File: config.mk
export PLATFORM = sky130hd
export DESIGN_NAME = afe_config_register_bank
export DESIGN_NICKNAME = d
export VERILOG_FILES = /design/src/inc/afe_cfg_pkg.sv /design/src/design/pin_sync.sv /design/src/design/afe_config_register_bank.sv
export SDC_FILE = /design/constraint.sdc
export NUM_CORES = 1
export LEC_CHECK = 0
export BUFFER_PORTS_ARGS = -buffer_cell sky130_fd_sc_hd__buf_2
export CAP_MARGIN = 20
export CORE_ASPECT_RATIO = 1.75
export CORE_UTILIZATION = 25
export DETAILED_ROUTE_END_ITERATION = 16
export HOLD_SLACK_MARGIN = 0.15
export PLACE_DENSITY = 0.48
export SYNTH_ARGS = -nofsm -noshare
export SYNTH_HDL_FRONTEND = slang
export SYNTH_SLANG_ARGS = --single-unit
File: constraint.sdc
create_clock -name sys_clk -period 4.4 [get_ports sys_clk]
set_input_delay 0.88 -clock sys_clk [delete_from_list [all_inputs] [get_ports sys_clk]]
set_output_delay 0.88 -clock sys_clk [all_outputs]
set_load 0.01 [all_outputs]
File: src/inc/afe_cfg_pkg.sv
package afe_cfg_pkg;
  localparam int DATA_BITS = 16;
  localparam int ADDR_BITS = 3;
  localparam int NUM_REGS = 6;
  localparam int FRAME_BITS = DATA_BITS + ADDR_BITS;

  // Register addresses
  localparam logic [2:0] REG_POWER = 3'h0;
  localparam logic [2:0] REG_RX_FILTER = 3'h1;
  localparam logic [2:0] REG_GAIN_TUNE = 3'h2;
  localparam logic [2:0] REG_RSVD_A = 3'h3;
  localparam logic [2:0] REG_RSVD_B = 3'h4;
  localparam logic [2:0] REG_DRIVER = 3'h5;

  // Field positions
  localparam int RX_OFF_IN_TX_BIT = 0;
  localparam int TX_OFF_IN_RX_BIT = 1;
  localparam int DAC_OFF_IN_RX_BIT = 2;
  localparam int CHIP_POWERDOWN_BIT = 3;
  localparam int RX_LOWPASS_BYPASS_BIT = 15;
  localparam int GAIN_LSB = 2;
  localparam int GAIN_MSB = 4;
  localparam int TUNE_CONTINUOUS_BIT = 11;
  localparam int DRIVER_SEL_LSB = 1;
  localparam int DRIVER_SEL_MSB = 2;
  localparam int TX_LOWPASS_BYPASS_BIT = 4;
  localparam int RX_HIGHPASS_DISABLE_BIT = 14;

  localparam logic [1:0] DRIVER_ACTIVE = 2'h0;
  localparam logic [1:0] DRIVER_BYP_HIGH_Z = 2'h1;
  localparam logic [1:0] DRIVER_BYP_50_OHM = 2'h3;

  // Reset patterns, index 5 down to 0
  localparam logic [NUM_REGS-1:0][DATA_BITS-1:0] REG_RESET = {
    16'hC800, 16'h0000, 16'h7ACE, 16'h7800, 16'h0008, 16'h0003
  };

  typedef enum logic [1:0] {
    PM_IDLE = 2'b00,
    PM_WRITE = 2'b01,
    PM_READ = 2'b10
  } port_mode_t;

  typedef struct packed {
    logic rx_powerdown;
    logic tx_powerdown;
    logic dac_powerdown;
    logic chip_powerdown;
    logic rx_lowpass_bypass;
    logic [2:0] predriver_gain;
    logic signed [3:0] predriver_gain_db;
    logic tune_active;
    logic [1:0] driver_bypass_sel;
    logic line_driver_active;
    logic line_driver_high_current;
    logic tx_lowpass_bypass;
    logic rx_highpass_disable;
  } afe_ctrl_t;

  typedef struct packed {
    logic [NUM_REGS-1:0][DATA_BITS-1:0] regs;
    port_mode_t mode;
    logic [FRAME_BITS-1:0] hold;
    logic [4:0] bit_cnt;
    logic [2:0] last_addr;
    logic wrote_ok;
    logic [DATA_BITS-1:0] rd_shift;
    logic [4:0] rd_cnt;
    logic sdo;
    logic sdo_oe_n;
    logic ws_prev;
    logic sclk_prev;
    afe_ctrl_t ctrl;
  } bank_state_t;
endpackage

File: src/design/pin_sync.sv
`timescale 1ns/100ps
module pin_sync #(
  parameter int WIDTH = 1
) (
  input wire logic sys_clk,
  input wire logic sys_rst,
  input wire logic [WIDTH-1:0] async_in,
  output logic [WIDTH-1:0] sync_out
);
  typedef struct packed {
    logic [WIDTH-1:0] meta;
    logic [WIDTH-1:0] stable;
  } sync_state_t;

  sync_state_t s_reg;
  sync_state_t s_next;

  always_comb begin
    s_next.meta = async_in;
    s_next.stable = s_reg.meta;
    if (sys_rst) begin
      s_next = '0;
    end
  end

  always_ff @(posedge sys_clk) begin
    s_reg <= s_next;
  end

  assign sync_out = s_reg.stable;
endmodule

File: src/design/afe_config_register_bank.sv
`timescale 1ns/100ps
module afe_config_register_bank (
  input wire logic sys_clk,
  input wire logic sys_rst,
  input wire logic serial_clk,
  input wire logic write_select,
  input wire logic serial_data_in,
  output logic serial_data_out,
  output logic serial_data_oe_n,
  input wire logic tx_mode,
  output afe_cfg_pkg::afe_ctrl_t ctrl
);
  import afe_cfg_pkg::*;

  ////////////////////////////////////////////////////////////////////////////
  logic [3:0] pins_sync;
  logic sclk_s;
  logic ws_s;
  logic sdi_s;
  logic tx_s;

  pin_sync #(.WIDTH(4)) u_sync (
    .sys_clk(sys_clk),
    .sys_rst(sys_rst),
    .async_in({tx_mode, serial_data_in, write_select, serial_clk}),
    .sync_out(pins_sync)
  );

  assign {tx_s, sdi_s, ws_s, sclk_s} = pins_sync;

  function automatic logic addr_valid(input logic [2:0] a);
    return a <= REG_DRIVER;
  endfunction

  function automatic logic signed [3:0] gain_db(input logic [2:0] code);
    case (code)
      3'h0: return 4'sh3;
      3'h1: return 4'sh2;
      3'h2: return 4'sh1;
      3'h3: return 4'sh0;
      3'h4: return -4'sh1;
      3'h5: return -4'sh2;
      3'h6: return -4'sh3;
      default: return -4'sh6;
    endcase
  endfunction

  ////////////////////////////////////////////////////////////////////////////
  bank_state_t s_reg;
  bank_state_t s_next;

  logic sclk_fall;
  logic ws_rise;
  logic ws_fall;
  logic commit;
  logic [2:0] commit_addr;
  logic [15:0] r_pwr;
  logic [15:0] r_rxf;
  logic [15:0] r_gt;
  logic [15:0] r_drv;

  assign sclk_fall = s_reg.sclk_prev & ~sclk_s;
  assign ws_rise = ws_s & ~s_reg.ws_prev;
  assign ws_fall = ~ws_s & s_reg.ws_prev;
  assign commit = sclk_fall && !ws_rise && !ws_fall && s_reg.mode == PM_WRITE &&
                  s_reg.bit_cnt == 5'(FRAME_BITS);
  assign commit_addr = s_reg.hold[FRAME_BITS-1:DATA_BITS];
  assign r_pwr = s_reg.regs[REG_POWER];
  assign r_rxf = s_reg.regs[REG_RX_FILTER];
  assign r_gt = s_reg.regs[REG_GAIN_TUNE];
  assign r_drv = s_reg.regs[REG_DRIVER];

  always_comb begin
    s_next = s_reg;
    s_next.ws_prev = ws_s;
    s_next.sclk_prev = sclk_s;
    if (ws_rise) begin
      s_next.mode = PM_WRITE;
      s_next.bit_cnt = '0;
      s_next.wrote_ok = 1'b0;
    end else if (ws_fall) begin
      if (s_reg.wrote_ok) begin
        s_next.mode = PM_READ;
        s_next.rd_cnt = '0;
        s_next.rd_shift = addr_valid(s_reg.last_addr) ? s_reg.regs[s_reg.last_addr] : '0;
      end else begin
        s_next.mode = PM_IDLE;
      end
    end else if (sclk_fall) begin
      case (s_reg.mode)
        PM_WRITE: begin
          if (s_reg.bit_cnt < 5'(FRAME_BITS)) begin
            s_next.hold = {sdi_s, s_reg.hold[FRAME_BITS-1:1]};
            s_next.bit_cnt = s_reg.bit_cnt + 5'h1;
          end else if (commit) begin
            if (addr_valid(commit_addr)) begin
              s_next.regs[commit_addr] = s_reg.hold[DATA_BITS-1:0];
            end
            s_next.last_addr = commit_addr;
            s_next.wrote_ok = 1'b1;
            s_next.bit_cnt = s_reg.bit_cnt + 5'h1;
          end
        end
        PM_READ: begin
          if (s_reg.rd_cnt == 5'(DATA_BITS - 1)) begin
            s_next.mode = PM_IDLE;
          end else begin
            s_next.rd_shift = {1'b0, s_reg.rd_shift[DATA_BITS-1:1]};
            s_next.rd_cnt = s_reg.rd_cnt + 5'h1;
          end
        end
        PM_IDLE: begin
          s_next.mode = PM_IDLE;
        end
        default: begin
          s_next.mode = PM_IDLE;
        end
      endcase
    end
    s_next.sdo = s_next.rd_shift[0];
    s_next.sdo_oe_n = (s_next.mode != PM_READ);

    // Control outputs follow the registers one cycle later
    s_next.ctrl.chip_powerdown = r_pwr[CHIP_POWERDOWN_BIT];
    s_next.ctrl.rx_powerdown = r_pwr[CHIP_POWERDOWN_BIT] | (r_pwr[RX_OFF_IN_TX_BIT] & tx_s);
    s_next.ctrl.tx_powerdown = r_pwr[CHIP_POWERDOWN_BIT] | (r_pwr[TX_OFF_IN_RX_BIT] & ~tx_s);
    s_next.ctrl.dac_powerdown = r_pwr[CHIP_POWERDOWN_BIT] | (r_pwr[DAC_OFF_IN_RX_BIT] & ~tx_s);
    s_next.ctrl.rx_lowpass_bypass = r_rxf[RX_LOWPASS_BYPASS_BIT];
    s_next.ctrl.predriver_gain = r_gt[GAIN_MSB:GAIN_LSB];
    s_next.ctrl.predriver_gain_db = gain_db(r_gt[GAIN_MSB:GAIN_LSB]);
    s_next.ctrl.tune_active = r_gt[TUNE_CONTINUOUS_BIT];
    s_next.ctrl.driver_bypass_sel = r_drv[DRIVER_SEL_MSB:DRIVER_SEL_LSB];
    s_next.ctrl.line_driver_active = r_drv[DRIVER_SEL_MSB:DRIVER_SEL_LSB] == DRIVER_ACTIVE;
    s_next.ctrl.line_driver_high_current =
      r_drv[DRIVER_SEL_MSB:DRIVER_SEL_LSB] == DRIVER_BYP_50_OHM;
    s_next.ctrl.tx_lowpass_bypass = r_drv[TX_LOWPASS_BYPASS_BIT];
    s_next.ctrl.rx_highpass_disable = r_drv[RX_HIGHPASS_DISABLE_BIT];

    if (sys_rst) begin
      s_next = '0;
      s_next.regs = REG_RESET;
      s_next.mode = PM_IDLE;
      s_next.sdo_oe_n = 1'b1;
      s_next.ctrl.tune_active = 1'b1;
      s_next.ctrl.tx_powerdown = 1'b1;
      s_next.ctrl.rx_highpass_disable = 1'b1;
      s_next.ctrl.line_driver_active = 1'b1;
      s_next.ctrl.predriver_gain_db = gain_db(3'h0);
    end
  end

  always_ff @(posedge sys_clk) begin
    s_reg <= s_next;
  end

  assign serial_data_out = s_reg.sdo;
  assign serial_data_oe_n = s_reg.sdo_oe_n;
  assign ctrl = s_reg.ctrl;

  ////////////////////////////////////////////////////////////////////////////
  logic want_rx_pd;
  logic want_tx_pd;
  logic want_dac_pd;
  logic [2:0] want_gain;

  assign want_rx_pd = r_pwr[CHIP_POWERDOWN_BIT] | (r_pwr[RX_OFF_IN_TX_BIT] & tx_s);
  assign want_tx_pd = r_pwr[CHIP_POWERDOWN_BIT] | (r_pwr[TX_OFF_IN_RX_BIT] & ~tx_s);
  assign want_dac_pd = r_pwr[CHIP_POWERDOWN_BIT] | (r_pwr[DAC_OFF_IN_RX_BIT] & ~tx_s);
  assign want_gain = r_gt[GAIN_MSB:GAIN_LSB];
endmodule

Yosys cells after proc, flatten, opt, wreduce, memory -nomap -nowiden
Index checks and enable logic that the tools add are counted.
{"block": "word_totals", "mem_bits_rw": 0, "ff_bits": 177, "out_inout_bits": 21, "elab_cells": 111, "inputBits": 6, "latch_bits": 0, "mem_bits_ro": 0, "memories": 0}
{"block": "op_classes", "mul": 0, "reduce_logical": 19, "eq_ne": 14, "div_mod_pow": 0, "magnitude_cmp": 6, "muxes": 22, "n_addsub": 2, "n_shift": 0, "bitwise": 16}
{"op": "96-bit bitwise mux", "count": 1}
{"op": "21-bit two-way mux", "count": 4}
{"op": "51-bit two-way mux", "count": 1}
{"op": "16-bit binary-select mux with 3-bit select", "count": 1}
{"op": "16-bit demux with 3-bit select", "count": 1}
{"op": "16-bit two-way mux", "count": 3}
{"op": "28-bit two-way mux", "count": 1}
{"op": "4-bit case mux with 7 select lines", "count": 1}
{"op": "19-bit two-way mux", "count": 1}
{"op": "5-bit AND reduction", "count": 3}
{"op": "5-bit by 1-bit adder with 5-bit output, second input constant", "count": 2}
{"op": "3-bit equality test, second input constant", "count": 3}
{"op": "9-bit two-way mux", "count": 1}
{"op": "3-bit by 4-bit < comparator with 1-bit output, second input constant", "count": 2}
{"op": "2-bit two-way mux", "count": 4}
{"op": "1-bit NOT", "count": 7}
{"op": "7-bit AND reduction", "count": 1}
{"op": "1-bit AND", "count": 6}
{"op": "3-bit by 2-bit equality test with 1-bit output, second input constant", "count": 2}
{"op": "3-bit <= comparator, second input constant", "count": 2}
{"op": "2-bit != test, second input constant", "count": 3}
{"op": "6-bit AND reduction", "count": 1}
{"op": "2-bit nonzero test", "count": 3}
{"op": "5-bit by 4-bit equality test with 1-bit output, second input constant", "count": 1}
{"op": "other kinds (16)", "count": 24}

Logic depth before layout (Yosys ltp)
{"block": "logic_depth", "ltp_word": 14, "depth_mapped": 9, "mapped_depth_nobuf": 7}

Hierarchy
From an unflattened synthesis, not the netlist that was laid out.
{"block": "hier_totals", "hier_cells": 762, "hier_area_um2": 7716.2}
{"module": "afe_config_register_bank", "area_each_um2": 7475.9, "instances": 1, "cells_each": 742, "seq_area_each_um2": 3383.2}
{"module": "pin_sync", "area_each_um2": 240.2, "instances": 1, "cells_each": 20, "seq_area_each_um2": 160.2}

Worst setup path before layout
OpenSTA, ideal clock, no wires.
{"block": "synth_path", "kind": "flip-flop to flip-flop", "start": "reg s_reg[23] (netlist name)", "end": "reg s_reg[30] (netlist name)", "t_arrival_ns": 1.863, "n_path_buf": 1, "setup_time_ns": 0.134, "synth_period_minus_slack_ns": 1.997, "slack_ns": 2.403, "path_stages_with_launch": 9, "t_required_ns": 4.266, "path_cell_list": "dfxtp_1 ha_1 and3_1 ha_1 nor3b_2 a2bb2oi_2 buf_6 a2111oi_0 nor3_1"}
{"block": "synth_via", "elab_chain_len": 3}
{"item": "start, declared", "line_no": "afe_config_register_bank.sv:49", "source": "bank_state_t s_reg;"}
{"item": "start signal, assigned", "line_no": "afe_config_register_bank.sv:153", "source": "s_reg <= s_next;"}
{"item": "5-bit by 4-bit equality test with 1-bit output", "line_no": "afe_config_register_bank.sv:105", "source": "if (s_reg.rd_cnt == 5'(DATA_BITS - 1)) begin"}
{"item": "2-bit != test (no source line)"}
{"item": "5-bit AND reduction (no source line)"}
No other way between the ends.
A chain may end at the register's enable or synchronous reset.

Worst setup path in the final report
{"block": "layout_path", "start": "reg s_reg[20] (netlist name)", "end": "reg s_reg (netlist bit r_rxf[10])"}
{"block": "layout_via", "elab_chain_len": 8, "elab_cells_between_ends": 12, "cone_classes": "5 x bitwise; 7 x reduce/logical"}
{"item": "1-bit NOT", "line_no": "afe_config_register_bank.sv:63", "source": "assign ws_rise = ws_s & ~s_reg.ws_prev;"}
{"item": "1-bit AND", "line_no": "afe_config_register_bank.sv:63"}
{"item": "1-bit zero test", "line_no": "afe_config_register_bank.sv:65", "source": "assign commit = sclk_fall && !ws_rise && !ws_fall && s_reg.mode == PM_WRITE &&"}
{"item": "1-bit logical AND (4 in series)", "line_no": "afe_config_register_bank.sv:65"}
{"item": "7-bit AND reduction (no source line) (*)"}
Mark *: on every way between the ends. The rest lies on a longest branch, timed or not.

==> impl_results.html <==
<table>
<tr><th>Metric</th><th>Value</th></tr>
<tr><th colspan="2">Power</th></tr>
<tr><td>Overall power</td><td>3.240 mW</td></tr>
<tr><td>Power density over the cells</td><td>387.3 nW/um^2</td></tr>
<tr><td>Leakage component of the power</td><td>2.783 nW</td></tr>
<tr><td>Maximum VDD drop</td><td>0.2771 mV</td></tr>
<tr><th colspan="2">STA</th></tr>
<tr><td>Final critical-path share of the clock period</td><td>55.21%</td></tr>
<tr><td>Worst max-slew margin expressed relative to the limit</td><td>38.08%</td></tr>
<tr><td>Clock skew after layout</td><td>0.008730 ns</td></tr>
<tr><td>Number of setup violations in the final report</td><td>0</td></tr>
<tr><td>Worst hold margin</td><td>0.4409 ns</td></tr>
<tr><td>FMAX</td><td>411.6 MHz</td></tr>
<tr><td>Final Critical Period</td><td>2.429 ns</td></tr>
<tr><td>Total count of max-transition violations in the final report</td><td>0</td></tr>
<tr><td>Worst-Margin Slew</td><td>0.9233 ns</td></tr>
<tr><td>Unrepaired setup endpoints after global routing</td><td>no</td></tr>
<tr><td>Setup TNS Final</td><td>0 ns</td></tr>
<tr><td>Final hold violation count</td><td>0</td></tr>
<tr><td>Setup WS post-layout</td><td>1.971 ns</td></tr>
<tr><th colspan="2">Global routing</th></tr>
<tr><td>Peak-usage layer in the global routing report</td><td>met2</td></tr>
<tr><td>Met2 global-route usage</td><td>27.41%</td></tr>
<tr><td>Initial antenna violation count</td><td>0</td></tr>
<tr><td>Number of global-route vias before repair</td><td>5,826</td></tr>
<tr><td>Maximum number of pins on one net before global-route repair</td><td>98</td></tr>
<tr><td>Global-route met3 utilization</td><td>2.288%</td></tr>
<tr><td>Global routing usage summed across all routing layers</td><td>14.27%</td></tr>
<tr><td>Total overflow reported by the global router</td><td>0</td></tr>
<tr><td>Grt met1 use</td><td>14.24%</td></tr>
<tr><td>Wire length of the first global-routing pass</td><td>33.36 mm</td></tr>
<tr><th colspan="2">Yosys</th></tr>
<tr><td>Mapped Nets</td><td>876</td></tr>
<tr><td>Top cells by instance count after synthesis</td><td>sky130_fd_sc_hd__dfxtp_1 (177), sky130_fd_sc_hd__nand2_1 (138), sky130_fd_sc_hd__a21oi_1 (86)</td></tr>
<tr><td>Synth unique cells</td><td>58</td></tr>
<tr><td>EDFF count, synth</td><td>0</td></tr>
<tr><td>Main flop type after synthesis</td><td>sky130_fd_sc_hd__dfxtp_1</td></tr>
<tr><td>Synth Instances</td><td>862</td></tr>
<tr><td>Synth area leader</td><td>sky130_fd_sc_hd__dfxtp_1</td></tr>
<tr><td>Number of synthesized register bits</td><td>177</td></tr>
<tr><td>Post-synthesis cell area</td><td>7600 sq um</td></tr>
<tr><td>Cells taking the most area after synthesis</td><td>sky130_fd_sc_hd__dfxtp_1 (47%), sky130_fd_sc_hd__mux2i_1 (9.7%), sky130_fd_sc_hd__nand2_1 (6.8%)</td></tr>
<tr><td>Syn avg cell area</td><td>8.816 sq um</td></tr>
<tr><td>Area fraction of the dominant cell type after synthesis</td><td>46.62%</td></tr>
<tr><td>Syn. warnings</td><td>0</td></tr>
<tr><td>Sequential cell area fraction in the yosys report</td><td>46.62%</td></tr>
<tr><td>Share of flip-flops with an asynchronous set or reset after synthesis</td><td>0%</td></tr>
<tr><td>Most frequent cell after synthesis</td><td>sky130_fd_sc_hd__dfxtp_1</td></tr>
<tr><th colspan="2">Floorplan</th></tr>
<tr><td>Height of the die</td><td>232.6 microns</td></tr>
<tr><td>Row cnt</td><td>84</td></tr>
<tr><td>Starting density of the core</td><td>25.37%</td></tr>
<tr><td>Top-Level Pins</td><td>27</td></tr>
<tr><td>Placeable core region</td><td>29,950 sq um</td></tr>
<tr><td>Die width</td><td>133.8 microns</td></tr>
<tr><td>Die Area</td><td>31,130 sq um</td></tr>
<tr><th colspan="2">Layout</th></tr>
<tr><td>Final standard cell count with taps included and fillers excluded</td><td>1,220</td></tr>
<tr><td>Final Cell Area</td><td>8364 sq um</td></tr>
<tr><td>Antenna cells</td><td>0</td></tr>
<tr><td>Post-layout net count</td><td>834</td></tr>
<tr><td>Area growth from synthesis to layout</td><td>10.06%</td></tr>
<tr><td>Total area of sequential cells</td><td>3545 sq um</td></tr>
<tr><td>Number of flip-flops in the largest register</td><td>82</td></tr>
<tr><td>Final core utilization</td><td>27.92%</td></tr>
<tr><td>Filler Cell Count</td><td>3,203</td></tr>
<tr><td>Share of post-route cells with drive strength above 1</td><td>10.32%</td></tr>
<tr><td>Area taken by multi-input logic gates</td><td>3453 sq um</td></tr>
<tr><th colspan="2">Routing</th></tr>
<tr><td>Number of optimization iterations in the first detailed-route pass</td><td>5</td></tr>
<tr><td>Starting DRT DRC Count</td><td>399</td></tr>
<tr><td>Final routed wirelength across all metal layers</td><td>20.98 mm</td></tr>
<tr><td>Vias after detailed routing</td><td>5,792</td></tr>
<tr><td>DRC violations left</td><td>0</td></tr>
<tr><td>Detailed-route wire length per cell</td><td>17.20 microns</td></tr>
<tr><td>Antenna viol nets, final</td><td>0</td></tr>
<tr><td>Routed vias/inst</td><td>4.748</td></tr>
<tr><th colspan="2">Clock network</th></tr>
<tr><td>Clock buffers created by TritonCTS</td><td>17</td></tr>
<tr><td>Cts-stage hold buffer count</td><td>0</td></tr>
<tr><td>Max Root-Sink Buffers</td><td>2</td></tr>
<tr><td>TritonCTS clock tree</td><td>yes</td></tr>
<tr><td>Clock Latency Late Sink</td><td>0.43 ns</td></tr>
<tr><td>Number of sinks on the clock net</td><td>177</td></tr>
<tr><td>Buffers inserted by post-CTS timing repair</td><td>0</td></tr>
<tr><td>Clock H-tree levels</td><td>4</td></tr>
<tr><td>Worst-path clk slew</td><td>0.06 ns</td></tr>
<tr><td>Number of instances resized during post-cts repair</td><td>0</td></tr>
<tr><td>CTS root buffer</td><td>sky130_fd_sc_hd__clkbuf_16</td></tr>
<tr><th colspan="2">Worst setup path</th></tr>
<tr><td>Cells along the critical path</td><td>inv_1, ha_1, and3b_1, and4_1, nand2_1, a21oi_1</td></tr>
<tr><td>Buf/Inv on CP</td><td>1</td></tr>
<tr><td>Data arrival time of the worst path</td><td>2.78 ns</td></tr>
<tr><td>Critical path's slowest cell</td><td>sky130_fd_sc_hd__and4_1</td></tr>
<tr><td>Largest fanout of any net on the critical path</td><td>15</td></tr>
<tr><td>Critical Setup Path Class</td><td>register to register</td></tr>
<tr><td>Kind of start point of the critical path</td><td>register</td></tr>
<tr><td>Sort of element at the end of the critical path</td><td>register</td></tr>
<tr><td>Delay contributed by the slowest stage of the critical path</td><td>0.85 ns</td></tr>
<tr><td>Required time of the worst setup path</td><td>4.75 ns</td></tr>
<tr><td>Top cell family by delay on the critical path</td><td>simple AND/OR/NAND/NOR gates</td></tr>
<tr><th colspan="2">Placement</th></tr>
<tr><td>Gp weighted congestion</td><td>0.7478</td></tr>
<tr><td>Count of buffers inserted at the top-level ports</td><td>26</td></tr>
<tr><td>Post-placement cell area</td><td>7747 sq um</td></tr>
<tr><td># placed instances</td><td>1,188</td></tr>
<tr><td>Worst slack at placement</td><td>1.915 ns</td></tr>
<tr><td>Detailed placement HPWL</td><td>13.55 mm</td></tr>
<tr><th colspan="2">Status</th></tr>
<tr><td>Result of the run</td><td>completed</td></tr>
<tr><th colspan="2">Flow run</th></tr>
<tr><td>Number of max-cap violations</td><td>0</td></tr>
<tr><th colspan="2">Hold path</th></tr>
<tr><td>Hold WC Path Type</td><td>register to register</td></tr>
</table>
worst register-to-register path, stage by stage, from the launching register on:
cell	delay, ns
sky130_fd_sc_hd__dfxtp_1	0.33
sky130_fd_sc_hd__inv_1	0.05
sky130_fd_sc_hd__ha_1	0.28
sky130_fd_sc_hd__and3b_1	0.54
sky130_fd_sc_hd__and4_1	0.85
sky130_fd_sc_hd__nand2_1	0.12
sky130_fd_sc_hd__a21oi_1	0.17
worst paths after layout:
path | start | end | slack, ns | depth (start not counted)
worst max register to register | s_reg[20] | r_rxf[10] | 1.97 | 6
worst max-delay path | s_reg[20] | r_rxf[10] | 1.97 | 6
worst min register to register | u_sync.s_reg[4] | u_sync.sync_out[0] | 0.44 | 1
worst min-delay path | u_sync.s_reg[4] | u_sync.sync_out[0] | 0.44 | 1
cell families (layout without fill, tap and decap cells):
group | after synthesis | after routing | share of synthesized area [%]
AND/OR/NAND/NOR | 324 | 324 | 20.40
AO/OA/AOI/OAI | 168 | 168 | 13.35
XOR/XNOR | 2 | 2 | 0.2305
buffers and inverters | 108 | 79 | 8.034
flip-flops | 177 | 177 | 46.62
multiplexers | 75 | 75 | 10.04
adder cells (fa/ha/maj) | 8 | 8 | 1.317
report_power, final:
part / internal [mW] / leakage [nW] / switching, mW
logic: 0.0131 / 1.05 / 0.0394
clock network: 0.952 / 0.299 / 0.626
registers: 1.61 / 1.43 / 0.00265
total: 2.57 / 2.78 / 0.668
layout by cell type (no fill, tap or decap), types with 18 or more instances in the layout:
master                    synthesis  routed
sky130_fd_sc_hd__mux2i_1         74      74
sky130_fd_sc_hd__nand2_1        138     138
sky130_fd_sc_hd__nand3_1         43      43
sky130_fd_sc_hd__dfxtp_1        177     176
sky130_fd_sc_hd__nor2b_1         18      18
sky130_fd_sc_hd__nor2_1          66      66
sky130_fd_sc_hd__buf_2           22      25
sky130_fd_sc_hd__a21oi_1         86      86
sky130_fd_sc_hd__o21ai_0         34      34
final cells by class:
class                      count  share of cell area, %
clock buffer                  23                  5.834
clock inverter                 9                  1.541
inverter                      10                 0.4488
multi-input combinational    577                  41.29
sequential                   177                  42.38
tap                          387                  5.789
timing repair buffer          37                  2.723
per-layer routing:
layer / wire [microns] / share of wire, %
met5: 0 / 0
met2: 11690 / 56
met4: 943 / 4.5
met1: 7746 / 37
met3: 605 / 2.9
No activity file was read; power rests on OpenSTA's default activity.
